## src/rtl/prot_resp_map.svh

```systemverilog
// constants for the protection response block: widths, fields, reset values, timing
`ifndef PROT_RESP_MAP_SVH
`define PROT_RESP_MAP_SVH

// protection response control register is reached on a dedicated port, index 0 only
`define PRC_CTRL_WIDTH      8
`define PRC_CTRL_RESET      8'h43

// field positions inside the control register
`define PRC_TRK_DET_EN_BIT  7
`define PRC_PV_DET_EN_BIT   6
`define PRC_TRK_LATCH_BIT   5
`define PRC_OT_LATCH_BIT    4
`define PRC_OC_LATCH_BIT    3
`define PRC_UV_LATCH_BIT    2
`define PRC_OV_LATCH_BIT    1
`define PRC_PV_LATCH_BIT    0

// fault vector layout matches the latch select bits 5..0
`define PRC_NUM_FAULTS      6
`define PRC_FLT_TRK         5
`define PRC_FLT_OT          4
`define PRC_FLT_OC          3
`define PRC_FLT_UV          2
`define PRC_FLT_OV          1
`define PRC_FLT_PV          0

// fault flags are active low: 1 means no fault recorded
`define PRC_FLAG_RESET      6'h3f

// retry / re-enable period
`define PRC_RETRY_TIME_MS   130
`define PRC_CLK_MHZ         200
`define PRC_TIMER_WIDTH     32

`endif

```

## src/rtl/prot_resp_pkg.sv

```systemverilog
// types for the protection response block
package prot_resp_pkg;

	typedef struct packed {
		logic track_fault_detect_en;
		logic phase_volt_err_detect_en;
		logic track_fault_latch_sel;
		logic overtemp_latch_sel;
		logic overcurrent_latch_sel;
		logic undervolt_latch_sel;
		logic overvolt_latch_sel;
		logic phase_volt_latch_sel;
	} ctrl_t;

	// bit order: track, overtemp, overcurrent, undervolt, overvolt, phase volt
	typedef logic [5:0] fault_vec_t;

	typedef enum logic [3:0] {
		ST_OFF     = 4'b0001,
		ST_RUN     = 4'b0010,
		ST_RETRY   = 4'b0100,
		ST_LATCHED = 4'b1000
	} state_t;

endpackage

```

## src/rtl/protection_response_config.sv

```systemverilog
// protection response control: fault qualification, latching or retrying shutdown, fault flags
//
// Behaviour
// RULE_01: control bit 1 set makes overvoltage response latching, clear makes it retry.
// RULE_02: control bit 5 set makes tracking fault response latching, clear makes it retry.
// RULE_03: non-latching trip retries start-up every 130ms until the cause has gone.
// RULE_04: every automatic restart issues a normal ramp start using sequencing and tracking.
// RULE_05: latching trip turns the output off and keeps it off, no retry.
// RULE_06: latched-off restart needs 130ms elapsed, cause gone, and its fault flag cleared.
// RULE_07: turn-on command recycled or input supply recycled also releases a latched-off state.
// RULE_08: bits 7,6 enable tracking and phase detection; bits 4,3,2,0 select latching.
// RULE_09: a fault that turns the output off drives its fault flag to 0.
// RULE_10: non-latching overtemperature restarts once temperature falls below the warning level.
`timescale 1ns/10ps
`default_nettype none
`include "prot_resp_map.svh"

module protection_response_config #(
	parameter int unsigned RETRY_CYCLES = `PRC_RETRY_TIME_MS * 1000 * `PRC_CLK_MHZ
) (
	input  wire logic                         i_mclk,           // controller clock, 200 MHz
	input  wire logic                         i_rst_n,          // power-on reset, async, active low
	input  wire logic                         i_ce,             // clock enable, freezes all state when low
	input  wire logic                         i_ctrl_wr_en,     // write strobe for the control register
	input  wire logic [`PRC_CTRL_WIDTH-1:0]   i_ctrl_wr_data,   // control register write data
	input  wire logic [`PRC_NUM_FAULTS-1:0]   i_flag_clear,     // host clears fault flags (returns them to 1)
	input  wire prot_resp_pkg::fault_vec_t    i_fault_cond,     // fault conditions present, active high
	input  wire logic                         i_ot_below_warn,  // controller temperature below warning level
	input  wire logic                         i_turn_on,        // turn-on command level
	input  wire logic                         i_vin_ok,         // input supply present
	output var  prot_resp_pkg::ctrl_t         o_ctrl,           // control register contents
	output var  prot_resp_pkg::fault_vec_t    o_fault_flags,    // fault flags, active low
	output var  prot_resp_pkg::fault_vec_t    o_trip_cause,     // faults that caused the last shutdown
	output var  logic                         o_output_en,      // output stage enabled
	output var  logic                         o_ramp_start,     // one-cycle pulse: start a regular ramp-up
	output var  logic                         o_retrying,       // off, waiting to retry
	output var  logic                         o_latched_off     // off, latched
);

	prot_resp_pkg::state_t     state_reg;
	prot_resp_pkg::state_t     state_next;
	prot_resp_pkg::fault_vec_t enable_mask;
	prot_resp_pkg::fault_vec_t tripped;
	prot_resp_pkg::fault_vec_t flag_reg;
	logic                      trip;
	logic                      trip_latching;
	logic                      cause_present;
	logic                      flags_cleared;
	logic                      ot_only;
	logic                      timer_start;
	logic                      timer_done;
	logic                      elapsed_reg;
	logic                      power_ok;
	logic                      restart;

	// only tracking and phase voltage detection can be switched off
	assign enable_mask = {o_ctrl.track_fault_detect_en, 4'hf, o_ctrl.phase_volt_err_detect_en};  // RULE_08
	assign tripped       = i_fault_cond & enable_mask;
	assign trip          = state_reg == prot_resp_pkg::ST_RUN && |tripped;
	// bits 5..0 of the control register line up with the fault vector
	assign trip_latching = |(tripped & o_ctrl[5:0]);  // RULE_01 RULE_02 RULE_08
	assign cause_present = |(i_fault_cond & o_trip_cause);
	assign flags_cleared = &(flag_reg | ~o_trip_cause);
	assign ot_only       = o_trip_cause == prot_resp_pkg::fault_vec_t'(1 << `PRC_FLT_OT);
	assign power_ok      = i_turn_on && i_vin_ok;

	always_comb begin
		state_next  = state_reg;
		timer_start = 1'b0;
		restart     = 1'b0;
		unique case (state_reg)
			prot_resp_pkg::ST_OFF: begin
				if (power_ok) begin
					state_next = prot_resp_pkg::ST_RUN;
					restart    = 1'b1;
				end
			end
			prot_resp_pkg::ST_RUN: begin
				if (trip) begin
					timer_start = 1'b1;
					// a latching fault among several wins, so a mixed trip never retries
					if (trip_latching) begin
						state_next = prot_resp_pkg::ST_LATCHED;  // RULE_05
					end else begin
						state_next = prot_resp_pkg::ST_RETRY;
					end
				end
			end
			prot_resp_pkg::ST_RETRY: begin
				if (ot_only && i_ot_below_warn && !cause_present) begin
					state_next = prot_resp_pkg::ST_RUN;  // RULE_10
					restart    = 1'b1;
				end else if (timer_done) begin
					if (cause_present) begin
						timer_start = 1'b1;  // RULE_03
					end else begin
						state_next = prot_resp_pkg::ST_RUN;  // RULE_03
						restart    = 1'b1;  // RULE_04
					end
				end
			end
			prot_resp_pkg::ST_LATCHED: begin
				if (elapsed_reg && !cause_present && flags_cleared) begin
					state_next = prot_resp_pkg::ST_RUN;  // RULE_06
					restart    = 1'b1;
				end
			end
		endcase
		// dropping turn-on or the input supply discards any latch; rising again restarts from off
		if (!power_ok) begin
			state_next  = prot_resp_pkg::ST_OFF;  // RULE_07
			timer_start = 1'b0;
			restart     = 1'b0;
		end
	end

	// one timer serves retry and latch hold-off; only one of them can be pending at a time
	retry_timer #(
		.WIDTH  (`PRC_TIMER_WIDTH),
		.CYCLES (RETRY_CYCLES)
	) u_retry_timer (
		.i_mclk  (i_mclk),
		.i_rst_n (i_rst_n),
		.i_ce    (i_ce),
		.i_start (timer_start),
		.o_done  (timer_done)
	);

	always_ff @(posedge i_mclk or negedge i_rst_n) begin
		if (!i_rst_n) begin
			state_reg <= prot_resp_pkg::ST_OFF;
		end else if (i_ce) begin
			state_reg <= state_next;
		end
	end

	// status outputs decode the next state so they change on the same edge as state_reg
	always_ff @(posedge i_mclk or negedge i_rst_n) begin
		if (!i_rst_n) begin
			o_output_en <= 1'b0;
		end else if (i_ce) begin
			o_output_en <= state_next == prot_resp_pkg::ST_RUN;
		end
	end

	// one pulse per entry to run: downstream sequencing must start a fresh ramp every time
	always_ff @(posedge i_mclk or negedge i_rst_n) begin
		if (!i_rst_n) begin
			o_ramp_start <= 1'b0;
		end else if (i_ce) begin
			o_ramp_start <= restart;  // RULE_04
		end
	end

	always_ff @(posedge i_mclk or negedge i_rst_n) begin
		if (!i_rst_n) begin
			o_retrying <= 1'b0;
		end else if (i_ce) begin
			o_retrying <= state_next == prot_resp_pkg::ST_RETRY;  // RULE_03
		end
	end

	always_ff @(posedge i_mclk or negedge i_rst_n) begin
		if (!i_rst_n) begin
			o_latched_off <= 1'b0;
		end else if (i_ce) begin
			o_latched_off <= state_next == prot_resp_pkg::ST_LATCHED;  // RULE_05
		end
	end

	// the latched state may only be restarted into run once a full period has passed since the trip
	always_ff @(posedge i_mclk or negedge i_rst_n) begin
		if (!i_rst_n) begin
			elapsed_reg <= 1'b0;
		end else if (i_ce) begin
			if (timer_start) begin
				elapsed_reg <= 1'b0;
			end else if (timer_done) begin
				elapsed_reg <= 1'b1;  // RULE_06
			end
		end
	end

	// kept until the next trip so the host can still tell why the output went off
	always_ff @(posedge i_mclk or negedge i_rst_n) begin
		if (!i_rst_n) begin
			o_trip_cause <= '0;
		end else if (i_ce) begin
			if (trip) begin
				o_trip_cause <= tripped;
			end
		end
	end

	// no read path: the register contents are always visible on o_ctrl
	always_ff @(posedge i_mclk or negedge i_rst_n) begin
		if (!i_rst_n) begin
			o_ctrl <= prot_resp_pkg::ctrl_t'(`PRC_CTRL_RESET);
		end else if (i_ce) begin
			if (i_ctrl_wr_en) begin
				o_ctrl <= prot_resp_pkg::ctrl_t'(i_ctrl_wr_data);
			end
		end
	end

	// a trip in the same cycle as a host clear keeps the flag at 0
	for (genvar g = 0; g < `PRC_NUM_FAULTS; g++) begin : g_flag
		always_ff @(posedge i_mclk or negedge i_rst_n) begin
			if (!i_rst_n) begin
				flag_reg[g] <= 1'(`PRC_FLAG_RESET >> g);
			end else if (i_ce) begin
				if (trip && tripped[g]) begin
					flag_reg[g] <= 1'b0;  // RULE_09
				end else if (i_flag_clear[g]) begin
					flag_reg[g] <= 1'b1;
				end
			end
		end
	end

	always_ff @(posedge i_mclk or negedge i_rst_n) begin
		if (!i_rst_n) begin
			o_fault_flags <= `PRC_FLAG_RESET;
		end else if (i_ce) begin
			o_fault_flags <= flag_reg;
		end
	end

endmodule

`default_nettype wire

```

## src/rtl/retry_timer.sv

```systemverilog
// one-shot period timer: restarts on i_start, raises o_done for one cycle at expiry
`timescale 1ns/10ps
`default_nettype none

module retry_timer #(
	parameter int unsigned WIDTH  = 32,
	parameter int unsigned CYCLES = 26000000
) (
	input  wire logic i_mclk,   // controller clock
	input  wire logic i_rst_n,  // async reset, active low
	input  wire logic i_ce,     // clock enable
	input  wire logic i_start,  // restart the period
	output var  logic o_done    // one-cycle pulse when the period has elapsed
);

	logic [WIDTH-1:0] count_reg;
	logic             run_reg;

	localparam logic [WIDTH-1:0] LAST = WIDTH'(CYCLES - 1);

	always_ff @(posedge i_mclk or negedge i_rst_n) begin
		if (!i_rst_n) begin
			count_reg <= '0;
			run_reg   <= 1'b0;
			o_done    <= 1'b0;
		end else if (i_ce) begin
			o_done <= 1'b0;
			if (i_start) begin
				count_reg <= '0;
				run_reg   <= 1'b1;
			end else if (run_reg) begin
				if (count_reg == LAST) begin
					run_reg <= 1'b0;
					o_done  <= 1'b1;
				end else begin
					count_reg <= count_reg + WIDTH'(1);
				end
			end
		end
	end

endmodule

`default_nettype wire

```

## config.mk

```make
export PLATFORM = sky130hd
export DESIGN_NAME = protection_response_config
export DESIGN_NICKNAME = d
export VERILOG_FILES = /design/src/rtl/prot_resp_pkg.sv /design/src/rtl/protection_response_config.sv /design/src/rtl/retry_timer.sv
export VERILOG_INCLUDE_DIRS = /design/src /design/src/rtl
export SDC_FILE = /design/constraint.sdc
export NUM_CORES = 1
export LEC_CHECK = 0
export BUFFER_PORTS_ARGS = -buffer_cell sky130_fd_sc_hd__buf_2
export CAP_MARGIN = 0
export CELL_PAD_IN_SITES_DETAIL_PLACEMENT = 1
export CELL_PAD_IN_SITES_GLOBAL_PLACEMENT = 1
export CORE_MARGIN = 4
export CORE_UTILIZATION = 42
export CTS_CLUSTER_SIZE = 8
export DETAILED_ROUTE_END_ITERATION = 8
export PLACE_DENSITY = 0.87
export RECOVER_POWER = 100
export SLEW_MARGIN = 30
export SYNTH_ARGS = -nofsm -noshare
export SYNTH_HDL_FRONTEND = slang
export SYNTH_SLANG_ARGS = --single-unit
```

## constraint.sdc

```tcl
create_clock -name i_mclk -period 2.5 [get_ports i_mclk]
set_clock_uncertainty 0.15 [all_clocks]
set_input_delay 0.25 -clock i_mclk [delete_from_list [all_inputs] [get_ports i_mclk]]
set_output_delay 0.25 -clock i_mclk [all_outputs]
set_load 0.1 [all_outputs]
```

=== Yosys cells after proc, flatten, opt, wreduce, memory -nomap -nowiden ===
Cells that the tools add are included.

* Bits in registers: 69
* Latch bits: 0
* RAM bits: 0
* Bits in read-only memories: 0
* Bits of input ports: 27
* Output and inout bits: 24
* Logic and storage cells: 119
* Memories: 0

* Add/subtract/negate cells: 1
* Multiply operators: 0
* Div/mod/pow operators: 0
* Order comparisons: 0
* Equality and inequality tests: 10
* Shifts and indexed selects: 0
* Multiplexer cells: 43
* Bitwise logic cells: 5
* Reductions and logical operators: 35

{| class="wikitable"
|+ Operators with widths
! kind !! number
|-
| $mux 32 || 3
|-
| $add 32x1->32 const B || 1
|-
| $eq 32x25->1 const B || 1
|-
| $mux 1 || 30
|-
| $mux 4 || 7
|-
| $and 6x6->6 || 3
|-
| $reduce_and 2->1 || 9
|-
| $reduce_or 6->1 || 3
|-
| $pmux 4 s4 || 1
|-
| $reduce_bool 2->1 || 8
|-
| $logic_and 1x1->1 || 12
|-
| $eq 4x2->1 const B || 2
|-
| $eq 4x3->1 const B || 2
|-
| $eq 4x4->1 const B || 2
|-
| $eq 6x5->1 const B || 1
|-
| $not 6->6 || 1
|-
| $or 6x6->6 || 1
|-
| $reduce_and 6->1 || 1
|-
| $eq 4x1->1 const B || 1
|-
| $pmux 1 s3 || 1
|-
| $reduce_and 3->1 || 1
|-
| $ne 2x2->1 const B || 1
|-
| $pmux 1 s2 || 1
|-
| $logic_not 1->1 || 1
|}

=== Longest topological paths before layout ===
Gate-level depths: netlist of run 1.

* Depth in word-level cells: 9
* Mapped depth: 9

=== Cells and area by module ===
From an unflattened synthesis of run 1, not the netlist that was laid out.

* Cell total of the unflattened synthesis: 381
* Area total of the unflattened synthesis: 3836.2 um2

{| class="wikitable"
|+ Modules (own cells, without submodules)
! module !! instances !! cells each !! area an instance (um2)
|-
| retry_timer || 1 || 240 || 2180.8
|-
| protection_response_config || 1 || 141 || 1655.3
|}

=== Worst setup path after synthesis of run 1 ===
OpenSTA, ideal clock, no wires.

* Path kind: reg-to-reg
* Start: register o_ctrl[7] (netlist bit)
* End: register flag_reg[5]
* Data arrival time: 1.947 ns
* Data required time: 2.231 ns
* Path slack: 0.284 ns
* Stages on the path, launching flop included: 5
* Buffers on the path: 0
* Period minus slack after synthesis: 2.216 ns
* Path through: dfrtp_1 nand2_1 a31o_2 nor3_1 a31oi_1

* Longest elaborated chain between the ends: 6
* Elaborated cells between the ends (all ways): 7
* Classes of those cells: mux (1); bitwise (1); reduce/logical (5)

{| class="wikitable"
|+ Ends and longest elaborated chain
! what !! line !! RTL
|-
| from (decl) || protection_response_config.sv:31 || <nowiki>output var prot_resp_pkg::ctrl_t o_ctrl,</nowiki>
|-
| from (signal assigned) || protection_response_config.sv:198 || <nowiki>o_ctrl <= prot_resp_pkg::ctrl_t'(`PRC_CTRL_RESET);</nowiki>
|-
| from (signal assigned) || protection_response_config.sv:201 || <nowiki>o_ctrl <= prot_resp_pkg::ctrl_t'(i_ctrl_wr_data);</nowiki>
|-
| $and 6x6->6 * || protection_response_config.sv:58 || <nowiki>assign tripped = i_fault_cond & enable_mask;</nowiki>
|-
| $reduce_or 6->1 || protection_response_config.sv:59 || <nowiki>assign trip = state_reg == prot_resp_pkg::ST_RUN && |tripped;</nowiki>
|-
| $logic_and 1x1->1 || protection_response_config.sv:59 ||
|-
| $logic_and 1x1->1 * || protection_response_config.sv:212 || <nowiki>if (trip && tripped[g]) begin</nowiki>
|-
| $reduce_bool 2->1 (no source line) || n/a ||
|-
| $reduce_and 2->1 (no source line) || n/a ||
|-
| to (signal, indexed assignment) || protection_response_config.sv:210 || <nowiki>flag_reg[g] <= 1'(`PRC_FLAG_RESET >> g);</nowiki>
|-
| to (decl) || protection_response_config.sv:44 || <nowiki>prot_resp_pkg::fault_vec_t flag_reg;</nowiki>
|}

Every way passes the cells marked *; elsewhere a longest branch is shown, timed or not.
A chain may end at the register's enable or synchronous reset.

=== Worst setup path after layout of run 1 ===
* Start: register state_reg[3]
* End: register o_trip_cause[1]

* Longest elaborated chain between the ends: 3

{| class="wikitable"
|+ Ends and longest elaborated chain
! what !! line !! RTL
|-
| from (decl) || protection_response_config.sv:40 || <nowiki>prot_resp_pkg::state_t state_reg;</nowiki>
|-
| from (signal assigned) || protection_response_config.sv:131 || <nowiki>state_reg <= prot_resp_pkg::ST_OFF;</nowiki>
|-
| from (signal assigned) || protection_response_config.sv:133 || <nowiki>state_reg <= state_next;</nowiki>
|-
| $eq 4x2->1 || protection_response_config.sv:59 ||
|-
| $logic_and 1x1->1 || protection_response_config.sv:59 ||
|-
| $reduce_and 2->1 (no source line) || n/a ||
|-
| to (signal assigned) || protection_response_config.sv:190 || <nowiki>o_trip_cause <= tripped;</nowiki>
|-
| to (decl) || protection_response_config.sv:33 || <nowiki>output var prot_resp_pkg::fault_vec_t o_trip_cause,</nowiki>
|}

No other way between the ends.

==> results of run 1 <==
## placed cells by master (no fill, tap or decap), types with 10 or more instances in the layout
cell type / n
mux2_2: 12
nor2_1: 30
clkbuf_8: 10
buf_2: 24
dfstp_2: 15
a21oi_1: 30
clkbuf_1: 31
or3_1: 14
nand3_1: 16
nand2_1: 22
o21ai_0: 10
dlygate4sd3_1: 15
xnor2_1: 17
nor4_1: 12
dfrtp_1: 53
## worst register-to-register path: stages (launching register included)
cell and delay (ns):
dfrtp_1 0.46, or4b_4 0.55, a31oi_2 0.33, nand2_1 0.29, mux2_1 0.44
## logic make-up after synthesis
family | count (synthesis)
DFF | 69
buffers and inverters | 22
and+or+nand+nor | 143
xor gates and xnor gates | 19
adders and majority gates | 1
AOI/OAI and AO/OA | 76
muxes | 18
## repair_timing
item,CTS,global route
endpoints found under the setup margin,0,0
hold buffers,15,0
hold endpoints to repair,41,0
## per-stage QoR
stage                     hold WS, ns  instance area (µm²)  power, µW  utilization
final                          0.0347                 4220       3020        0.511
after global routing           0.0625                 4220       3150        0.511
after CTS                     0.00355                 4290       3030        0.519
after detailed placement        0.200                 3950       2090        0.478
after global placement          0.184                 3950       2060        0.478
after floorplan                -0.196                 3590       1900            -
## Yosys cell counts, types with 2 or more instances
cell type  number
mux2_2         14
o21ai_0         9
nand2_1        21
mux2_1          4
inv_1           6
nor3_1          6
a211o_1         2
nand4_1         8
and3_1          4
clkbuf_1        5
buf_6           3
nor2_1         30
a21o_1          4
or3_1          14
a21oi_1        30
o41ai_1         2
nor4b_1         4
buf_2           3
buf_4           2
a311oi_1        2
and4_4          2
o21ai_1         5
and4_1          3
and2_1          2
nand3_1        16
nand2b_1        5
a31oi_1         4
xnor2_1        17
dfrtp_1        53
nor4_1         12
xor2_1          2
a22oi_1         6
o211ai_1        2
dfstp_2        16
## final cells by class
type / instances / area, µm² / area share
multi-input cells: 257 / 1700 / 0.403
clock inverters: 4 / 47.5 / 0.0113
inverters: 6 / 22.5 / 0.00534
clock buffers: 12 / 145 / 0.0344
flip-flops and latches: 69 / 1750 / 0.414
repair buffers: 73 / 424 / 0.101
well taps: 105 / 131 / 0.0312
## power breakdown
| part | internal [µW] | leakage [µW] | total (µW) | switching [µW] |
|---|---|---|---|---|
| Clock | 486 | 0.0000964 | 926 | 440 |
| Sequential | 1220 | 0.000881 | 1330 | 116 |
| Combinational | 152 | 0.000745 | 757 | 605 |
## metal layers
layer / global-route usage / vias to the layer above
met5: 0 / -
met4: 0.0694 / 0
met3: 0.0651 / 20
met2: 0.388 / 102
met1: 0.270 / 1577
li1: - / 1419
## final timing paths
check                           cells past startpoint  slack, ns                     endpoint             from
worst max register to register                      4       0.15              o_trip_cause[1]     state_reg[3]
worst min register to register                      1       0.34                   o_retrying       o_retrying
worst max-delay path                                4       0.15              o_trip_cause[1]     state_reg[3]
min in group asynchronous                           2       0.33  u_retry_timer.count_reg[19]          i_rst_n
worst min-delay path                                3       0.03                  flag_reg[0]  i_flag_clear[0]
max in group asynchronous                           3       0.40              o_trip_cause[5]          i_rst_n
==> results_dict.tcl, run 1 <==
set metrics [dict create \
    die_x_um 101 \
    crit_family "simple AND/OR/NAND/NOR gates" \
    path_class "reg2reg" \
    die_h_um 101 \
    initialDrtViolationCount 111 \
    ios 51 \
    diodes 0 \
    crit_path_end_kind "flip-flop" \
    drc 0 \
    num_rows 33 \
    synthCells 348 \
    cp-start-kind "flip-flop" \
    setup_viol 0 \
    hpwl_um 6880 \
    synth_seq_area_share 0.486 \
    dp_slack_ns 0.390 \
    routed_wl_um 10600 \
    cp_max_fo 8 \
    synthAdderAreaFrac 0.00348 \
    grt_usage 0.225 \
    yosys_warnings 0 \
    clkLatencyLatePin_ns 0.36 \
    crit_chain "or4b_4 > a31oi_2 > nand2_1 > mux2_1" \
    ant_nets 0 \
    grt_start_max_net_pins 42 \
    fin_crit_sh 0.939 \
    cts_tree "built" \
    synthToLayoutAreaGrowth_pct 17.3 \
    core-area_mm2 0.00826 \
    wl_met2_um 5460 \
    htreeDepth 3 \
    ys.flop_type "dfrtp_1" \
    finalNonFillerCells 526 \
    final_nets 444 \
    avgViaCountPerCell 5.93 \
    holdCritPathClass "in2reg" \
    syn_nets 376 \
    worstMarginPinSlew_ns 1.22 \
    worstPathArrival_ns 2.43 \
    synthMuxAreaShare 0.0564 \
    cts_sinks 69 \
    max-slew-margin-rel 0.193 \
    syn_area_per_cell_um2 10.3 \
    cts_setup_buffers 0 \
    synth_top_family_by_area "simple AND/OR/NAND/NOR gates" \
    setup_slack_ns 0.153 \
    synth_compound_area_frac 0.136 \
    outcome "finished, final reports clean" \
    synth.distinct_cells 64 \
    fin_setup_tns_ns 0 \
    leakagePower_uw 0.00172 \
    synth_area_leaders "dfrtp_1 (37%), dfstp_2 (12%), mux2_2 (4.4%)" \
    synth_top_cell_by_area "dfrtp_1" \
    slew_viol_final 0 \
    cts_resized 0 \
    crit_slowest_cell "or4b_4" \
    dieArea_mm2 0.0101 \
    required_ns 2.58 \
    place.gp.congestion 0.828 \
    async_flop_share 1.00 \
    wl_per_cell_um 20.2 \
    grt_pass1_vias 3340 \
    vdd_drop_max_v 0.000517 \
    root_buffer "clkbuf_8" \
    drive_gt1_frac 0.204 \
    ys_seq_elements 69 \
    drv_cap 0 \
    largest_reg_flops 32 \
    synth-simple-area-share 0.234 \
    grt_first_pass_wirelength_um 17700 \
    antenna_found_initial 0 \
    synth-xor-area-share 0.0463 \
    dpl.cell_count 495 \
    place.port_buffers 50 \
    top_layer_used "met4" \
    yosysTopAreaCellShare 0.369 \
    n_fill_cell 968 \
    synth_enable_flop_cells 0 \
    timing_hold_violations_final 0 \
    numCtsBuffers 9 \
    start_util 0.435 \
    drtPass1Iterations 4 \
    met1_length_um 4280 \
    syn-cell-area_mm2 0.00359 \
    powerDensity_mw_per_mm2 715 \
    max_clock_freq_mhz 426 \
    worst-path-buf-inv 0 \
    period_needed_ns 2.35 \
    max_stage_delay_ns 0.55 \
    dr_total_vias 3118 \
    rsz0062_at_grt "no" \
    clkTransAtPathRegs_ns 0.07 \
    overflow 0 \
    clock_tree.buffer_depth 2 \
    route.met3.wl_um 692 \
]
No activity file was read; power rests on OpenSTA's default activity.
==> run 2, diff against run 1 <==
--- a/config.mk
+++ b/config.mk
@@ -6,17 +6,18 @@
 export SDC_FILE = /design/constraint.sdc
 export NUM_CORES = 1
 export LEC_CHECK = 0
+export ABC_AREA = 1
 export BUFFER_PORTS_ARGS = -buffer_cell sky130_fd_sc_hd__buf_2
 export CAP_MARGIN = 0
-export CELL_PAD_IN_SITES_DETAIL_PLACEMENT = 1
-export CELL_PAD_IN_SITES_GLOBAL_PLACEMENT = 1
+export CELL_PAD_IN_SITES_DETAIL_PLACEMENT = 0
+export CELL_PAD_IN_SITES_GLOBAL_PLACEMENT = 2
 export CORE_MARGIN = 4
-export CORE_UTILIZATION = 42
+export CORE_UTILIZATION = 32
 export CTS_CLUSTER_SIZE = 8
 export DETAILED_ROUTE_END_ITERATION = 8
-export PLACE_DENSITY = 0.87
+export PLACE_DENSITY = 0.92
 export RECOVER_POWER = 100
-export SLEW_MARGIN = 30
+export SLEW_MARGIN = 15
 export SYNTH_ARGS = -nofsm -noshare
 export SYNTH_HDL_FRONTEND = slang
 export SYNTH_SLANG_ARGS = --single-unit
==> run 2 against run 1 <==
  * Final cell count up 63%
  * Combinational power up 13%
  * Largest cell class is now multi-input gates
  * Highest routed layer unchanged
  * Sequential share of layout area down 5.4 points
==> results_dict.tcl, run 2 <==
set metrics [dict create \
    outcome "finished, final reports clean" \
    synth_top_cell_by_area "dfrtp_1" \
    required_ns 2.58 \
    ys_seq_elements 69 \
    ctsHoldBuffers 8 \
    crit_family "simple AND/OR/NAND/NOR gates" \
    slew_viol_final 0 \
    setup_viol 0 \
    synth_area_leaders "dfrtp_1 (32%), nand2_1 (26%), dfstp_2 (10%)" \
    cts_tree "built" \
    ant_nets 0 \
    dr_total_vias 3862 \
    cts_resized 0 \
    grt_usage 0.160 \
    powerDensity_mw_per_mm2 698 \
    max_clock_freq_mhz 454 \
    ys_top_cells_by_count "nand2_1 (281), nor2_1 (112), dfrtp_1 (53)" \
    yosysMostFrequentCell "nand2_1" \
    max_stage_delay_ns 0.46 \
    cts_setup_buffers 0 \
    numCtsBuffers 9 \
    initialDrtViolationCount 239 \
    clkTransAtPathRegs_ns 0.06 \
    syn-cell-area_mm2 0.00409 \
    place.port_buffers 50 \
    timing_hold_violations_final 0 \
    ys.flop_type "dfrtp_1" \
    drc 0 \
    start_util 0.326 \
    grt_start_max_net_pins 40 \
    leakagePower_uw 0.00234 \
    clock_tree.buffer_depth 2 \
    overflow 0 \
    diodes 0 \
    worst_path_most_repeated_cell "nand2_1" \
    grt_pass1_vias 3701 \
    hpwl_um 8250 \
    path_class "reg2reg" \
    layout_common_cells "nand2_1 (282), nor2_1 (112), dfrtp_1 (53)" \
    routed_wl_um 11100 \
    wl_per_cell_um 12.9 \
    die_h_um 121 \
    crit_slowest_cell "dfrtp_1" \
    rsz0062_at_grt "no" \
    grt_first_pass_wirelength_um 18300 \
    drtPass1Iterations 4 \
    dieArea_mm2 0.0147 \
    whs_ns 0.0330 \
    n_fill_cell 1382 \
    synth.distinct_cells 24 \
    synth_seq_area_share 0.427 \
    syn_nets 647 \
    avgViaCountPerCell 4.49 \
    worst-path-buf-inv 1 \
    yosysTopAreaCellShare 0.324 \
    clkLatencyLatePin_ns 0.34 \
    synth_enable_flop_cells 0 \
    root_buffer "clkbuf_16" \
    final_common_cell "nand2_1" \
    drv_cap 0 \
    fin_crit_sh 0.881 \
    synthToLayoutAreaGrowth_pct 18.4 \
    core-area_mm2 0.0126 \
    period_needed_ns 2.20 \
    antenna_found_initial 0 \
    final_nets 711 \
    yosys_warnings 0 \
    worstPathArrival_ns 2.28 \
    holdCritPathClass "in2reg" \
    fin_setup_tns_ns 0 \
    max-slew-margin-rel 0.209 \
    htreeDepth 3 \
    vdd_drop_max_v 0.000327 \
    largest_reg_flops 32 \
    crit_chain "ha_1 > inv_1 > nor2_1 > nand2_1 > nor2_1 > nand3_1 > nand2_1 > nor2_1 > nand2_1 > nand2_1" \
    cp_max_fo 7 \
    num_rows 41 \
    die_x_um 121 \
    place.gp.congestion 0.865 \
    drive_gt1_frac 0.0988 \
    syn_area_per_cell_um2 6.61 \
    cp-start-kind "flip-flop" \
    async_flop_share 1.00 \
    worstMarginPinSlew_ns 1.19 \
    crit_path_end_kind "flip-flop" \
    cts_sinks 69 \
    synthCells 619 \
    ios 51 \
]
## run 2: cell count changes in the layout (fill, tap and decap cells not counted), sizes merged, moves of 12 or more
cell / delta
nand2: +261
nor2: +82
inv: +47
a21oi: -25
nand3: +21
or3: -14
nor4: -13
mux2: -12
## run 2: worst paths after layout
check / from / endpoint / slack, ns / cells past startpoint
max: u_retry_timer.count_reg[0] / u_retry_timer.count_reg[26] / 0.30 / 10
min: i_ctrl_wr_data[5] / o_ctrl[5] / 0.03 / 3
max reg2reg: u_retry_timer.count_reg[0] / u_retry_timer.count_reg[26] / 0.30 / 10
min reg2reg: o_fault_flags[5] / o_fault_flags[5] / 0.31 / 2
max in group asynchronous: i_rst_n / u_retry_timer.count_reg[30] / 0.44 / 3
min in group asynchronous: i_rst_n / o_trip_cause[2] / 0.32 / 2
## run 2: metrics by stage
step	utilization	cells	worst slack (ns)	cell area (µm²)	power, µW
global placement	0.362	836	0.314	4550	2220
global route	0.385	860	0.0629	4840	3550
detailed placement	0.362	836	0.301	4550	2230
finish	0.385	860	0.298	4840	3380
floorplan	-	619	0.312	4090	2030
CTS	0.390	860	0.279	4900	3460
## run 2: cells by family after synthesis
logic type               count (synthesis)  synth area share
flip-flops                              69             0.427
AO/OA/AOI/OAI                           27            0.0376
AND/OR/NAND/NOR                        437             0.417
buffers and inverters                   64            0.0667
multiplexers                             6            0.0165
adder cells (fa/ha/maj)                  1           0.00306
XOR/XNOR                                15            0.0321
## run 2: layout make-up
class | instances | area (µm²) | area share
multi-input combinational | 486 | 2070 | 0.427
sequential | 69 | 1750 | 0.361
timing repair buffer | 65 | 342 | 0.0705
clock buffer | 11 | 243 | 0.0501
tap | 172 | 215 | 0.0444
inverter | 52 | 195 | 0.0403
clock inverter | 5 | 33.8 | 0.00697
## run 2: tightest hold or removal path, cell delays in order
cell and delay [ns]:
buf_2 0.08, nor2_1 0.04, a21oi_1 0.11
## run 2: power by group
part           total [µW]  internal, µW  switching [µW]
clock                1190           698             491
combinational         855           154             701
sequential           1340          1230             110
## run 2: layer usage
layer | share of wire | vias to the layer above | track usage | wire (µm)
met2 | 0.48 | 50 | 0.264 | 5260
li1 | - | 2019 | - | -
met1 | 0.46 | 1773 | 0.199 | 5080
met3 | 0.035 | 20 | 0.0308 | 390
met4 | 0.030 | 0 | 0.0786 | 328
met5 | 0 | - | 0 | 0
==> run 3, diff against run 2 <==
--- a/config.mk
+++ b/config.mk
@@ -11,11 +11,13 @@
 export CAP_MARGIN = 0
 export CELL_PAD_IN_SITES_DETAIL_PLACEMENT = 0
 export CELL_PAD_IN_SITES_GLOBAL_PLACEMENT = 2
+export CORE_ASPECT_RATIO = 1.75
 export CORE_MARGIN = 4
-export CORE_UTILIZATION = 32
+export CORE_UTILIZATION = 33
+export CTS_BUF_LIST = sky130_fd_sc_hd__clkbuf_2
 export CTS_CLUSTER_SIZE = 8
 export DETAILED_ROUTE_END_ITERATION = 8
-export PLACE_DENSITY = 0.92
+export PLACE_DENSITY = 0.94
 export RECOVER_POWER = 100
 export SLEW_MARGIN = 15
 export SYNTH_ARGS = -nofsm -noshare
==> run 3 against run 2 <==
  * The flow now finishes with violations (max-capacitance violations, max-slew violations)
  * Sequential share of layout area fell by 0.83 points
  * Critical path depth fell by 1
  * Hold slack improved by 0.069 ns
  * Final area rose by 2.4%
  * Non-clock buffer count rose by 21
  * Sequential cell count did not move
  * Die area fell by 2.4%
  * Global-route usage rose by 1.8 points
  * Highest routed layer unchanged
==> results_dict.tcl, run 3 (same netlist as run 2, synthesis figures left out) <==
set metrics [dict create \
    outcome "finished with violations" \
    violations "max-capacitance violations, max-slew violations" \
    cts_sinks 69 \
    required_ns 2.86 \
    largest_reg_flops 32 \
    vdd_drop_max_v 0.000228 \
    antenna_found_initial 0 \
    multi_input_area_mm2 0.00207 \
    max_stage_delay_ns 0.58 \
    whs_ns 0.102 \
    htreeDepth 3 \
    reg2reg_depth 9 \
    max-slew-margin-rel -0.173 \
    clkTransAtPathRegs_ns 0.22 \
    place.port_buffers 50 \
    ios 51 \
    powerDensity_mw_per_mm2 631 \
    crit_chain "nor2_1 > nand2_1 > nor2_1 > o21ai_2 > nor2_1 > inv_1 > o21ai_0 > dlygate4sd3_1 > inv_1" \
    fin_crit_sh 0.931 \
    whs_path_depth 3 \
    layout_common_cells "nand2_1 (282), nor2_1 (112), dfrtp_1 (53)" \
    hpwl_um 9250 \
    cts_tree "built" \
    cp_max_fo 12 \
    die_h_um 155 \
    timing_hold_violations_final 0 \
    final_common_cell "nand2_1" \
    crit_path_end_kind "flip-flop" \
    rsz0062_at_grt "no" \
    grt_start_max_net_pins 70 \
    num_rows 53 \
    cp-start-kind "flip-flop" \
    wl_per_cell_um 14.1 \
    worst_path_most_repeated_cell "nor2_1" \
    worst_r2r_endpoint "flag_reg[0]" \
    grt_first_pass_wirelength_um 19600 \
    n_fill_cell 1291 \
    whs_endpoint "o_ctrl[0]" \
    path_class "reg2reg" \
    root_buffer "clkbuf_2" \
    place.gp.congestion 0.866 \
    clock_tree.buffer_depth 2 \
    grt_usage 0.178 \
    synthToLayoutAreaGrowth_pct 21.2 \
    drv_cap 1 \
    seq_area_mm2 0.00175 \
    fin_setup_tns_ns 0 \
    crit_family "buffers and inverters" \
    start_util 0.339 \
    worst-path-buf-inv 3 \
    worstMarginPinSlew_ns 1.76 \
    numCtsBuffers 9 \
    routed_wl_um 12300 \
    final_nets 732 \
    r2r_slack_ns 0.17 \
    drive_gt1_frac 0.137 \
    period_needed_ns 2.33 \
    reg2reg_from "state_reg[3]" \
    initialDrtViolationCount 192 \
    clkLatencyLatePin_ns 0.54 \
    leakagePower_uw 0.00247 \
    core-area_mm2 0.0121 \
    ant_nets 0 \
    dieArea_mm2 0.0143 \
    grt_pass1_vias 3952 \
    holdCritPathClass "in2reg" \
    die_x_um 92.2 \
    dr_total_vias 4041 \
    min_from "i_ctrl_wr_en" \
    diodes 0 \
    crit_slowest_cell "dlygate4sd3_1" \
    avgViaCountPerCell 4.62 \
    setup_viol 0 \
    drc 0 \
    slew_viol_final 70 \
    worstPathArrival_ns 2.69 \
    max_clock_freq_mhz 430 \
    drtPass1Iterations 4 \
    overflow 0 \
]
-- run 3: cell count changes in the layout (fill, tap and decap cells not counted), moves of 4 or more --
cell,delta
dfstp_2,+4
clkbuf_1,-25
dlygate4sd3_1,+19
clkbuf_2,+31
clkbuf_16,-9
dfstp_1,-4
-- run 3: how the worst max path moves through the flow --
stage | start | endpoint | slack (ns) | cells after the start
5_1_grt | state_reg[3] | flag_reg[1] | 0.01 | 9
3_3_place_gp | u_retry_timer.count_reg[0] | u_retry_timer.count_reg[10] | 0.45 | 9
6_report | state_reg[3] | flag_reg[0] | 0.17 | 9
3_5_place_dp | u_retry_timer.count_reg[0] | u_retry_timer.count_reg[10] | 0.42 | 9
2_1_floorplan | o_ctrl[7] | u_retry_timer.count_reg[17] | 0.31 | 8
4_1_cts | state_reg[3] | flag_reg[0] | 0.16 | 9
-- run 3: through the flow --
step,cells,setup WS (ns),power (µW),util,cell area (µm²)
final,874,0.172,3130,0.411,4960
after global routing,874,0.0123,3300,0.411,4960
after CTS,874,0.160,3170,0.413,4990
after detailed placement,831,0.415,2240,0.377,4550
after global placement,831,0.449,2230,0.377,4550
after floorplan,619,0.312,2030,-,4090
-- run 3: power by group --
part           internal (µW)  total, µW  leakage, µW  switching (µW)
clock                    437        885    0.0000961             447
combinational            191        910      0.00149             719
sequential              1230       1330     0.000881             104
total                   1860       3130      0.00247            1270
-- run 3: worst reg2reg max path, delay by kind of cell (launching register included) --
kind,cells,cell delay (ns)
buffers and inverters,3,0.80
AOI/OAI and AO/OA,2,0.35
DFF,1,0.46
and+or+nand+nor,4,0.55
-- run 3: final cells by class --
cell class / count / area share
clock buffer: 10 / 0.0101
sequential: 69 / 0.352
clock inverter: 6 / 0.0227
inverter: 52 / 0.0394
tap: 165 / 0.0416
multi-input combinational: 486 / 0.417
timing repair buffer: 86 / 0.117
-- run 3: metal layers --
metal / up-vias / wire [µm] / share of wire / GRT usage
met5: - / 0 / 0 / 0
met4: 0 / 529 / 0.043 / 0.0879
met3: 29 / 471 / 0.038 / 0.0314
met2: 105 / 6940 / 0.56 / 0.351
met1: 1838 / 4380 / 0.36 / 0.172
li1: 2069 / - / - / -
-- run 3: timing repair --
action / in CTS / in global routing
setup buffers: 0 / 0
hold buffers: 27 / 0
endpoints found under the hold margin: 97 / 0
gates resized for setup: 0 / 0
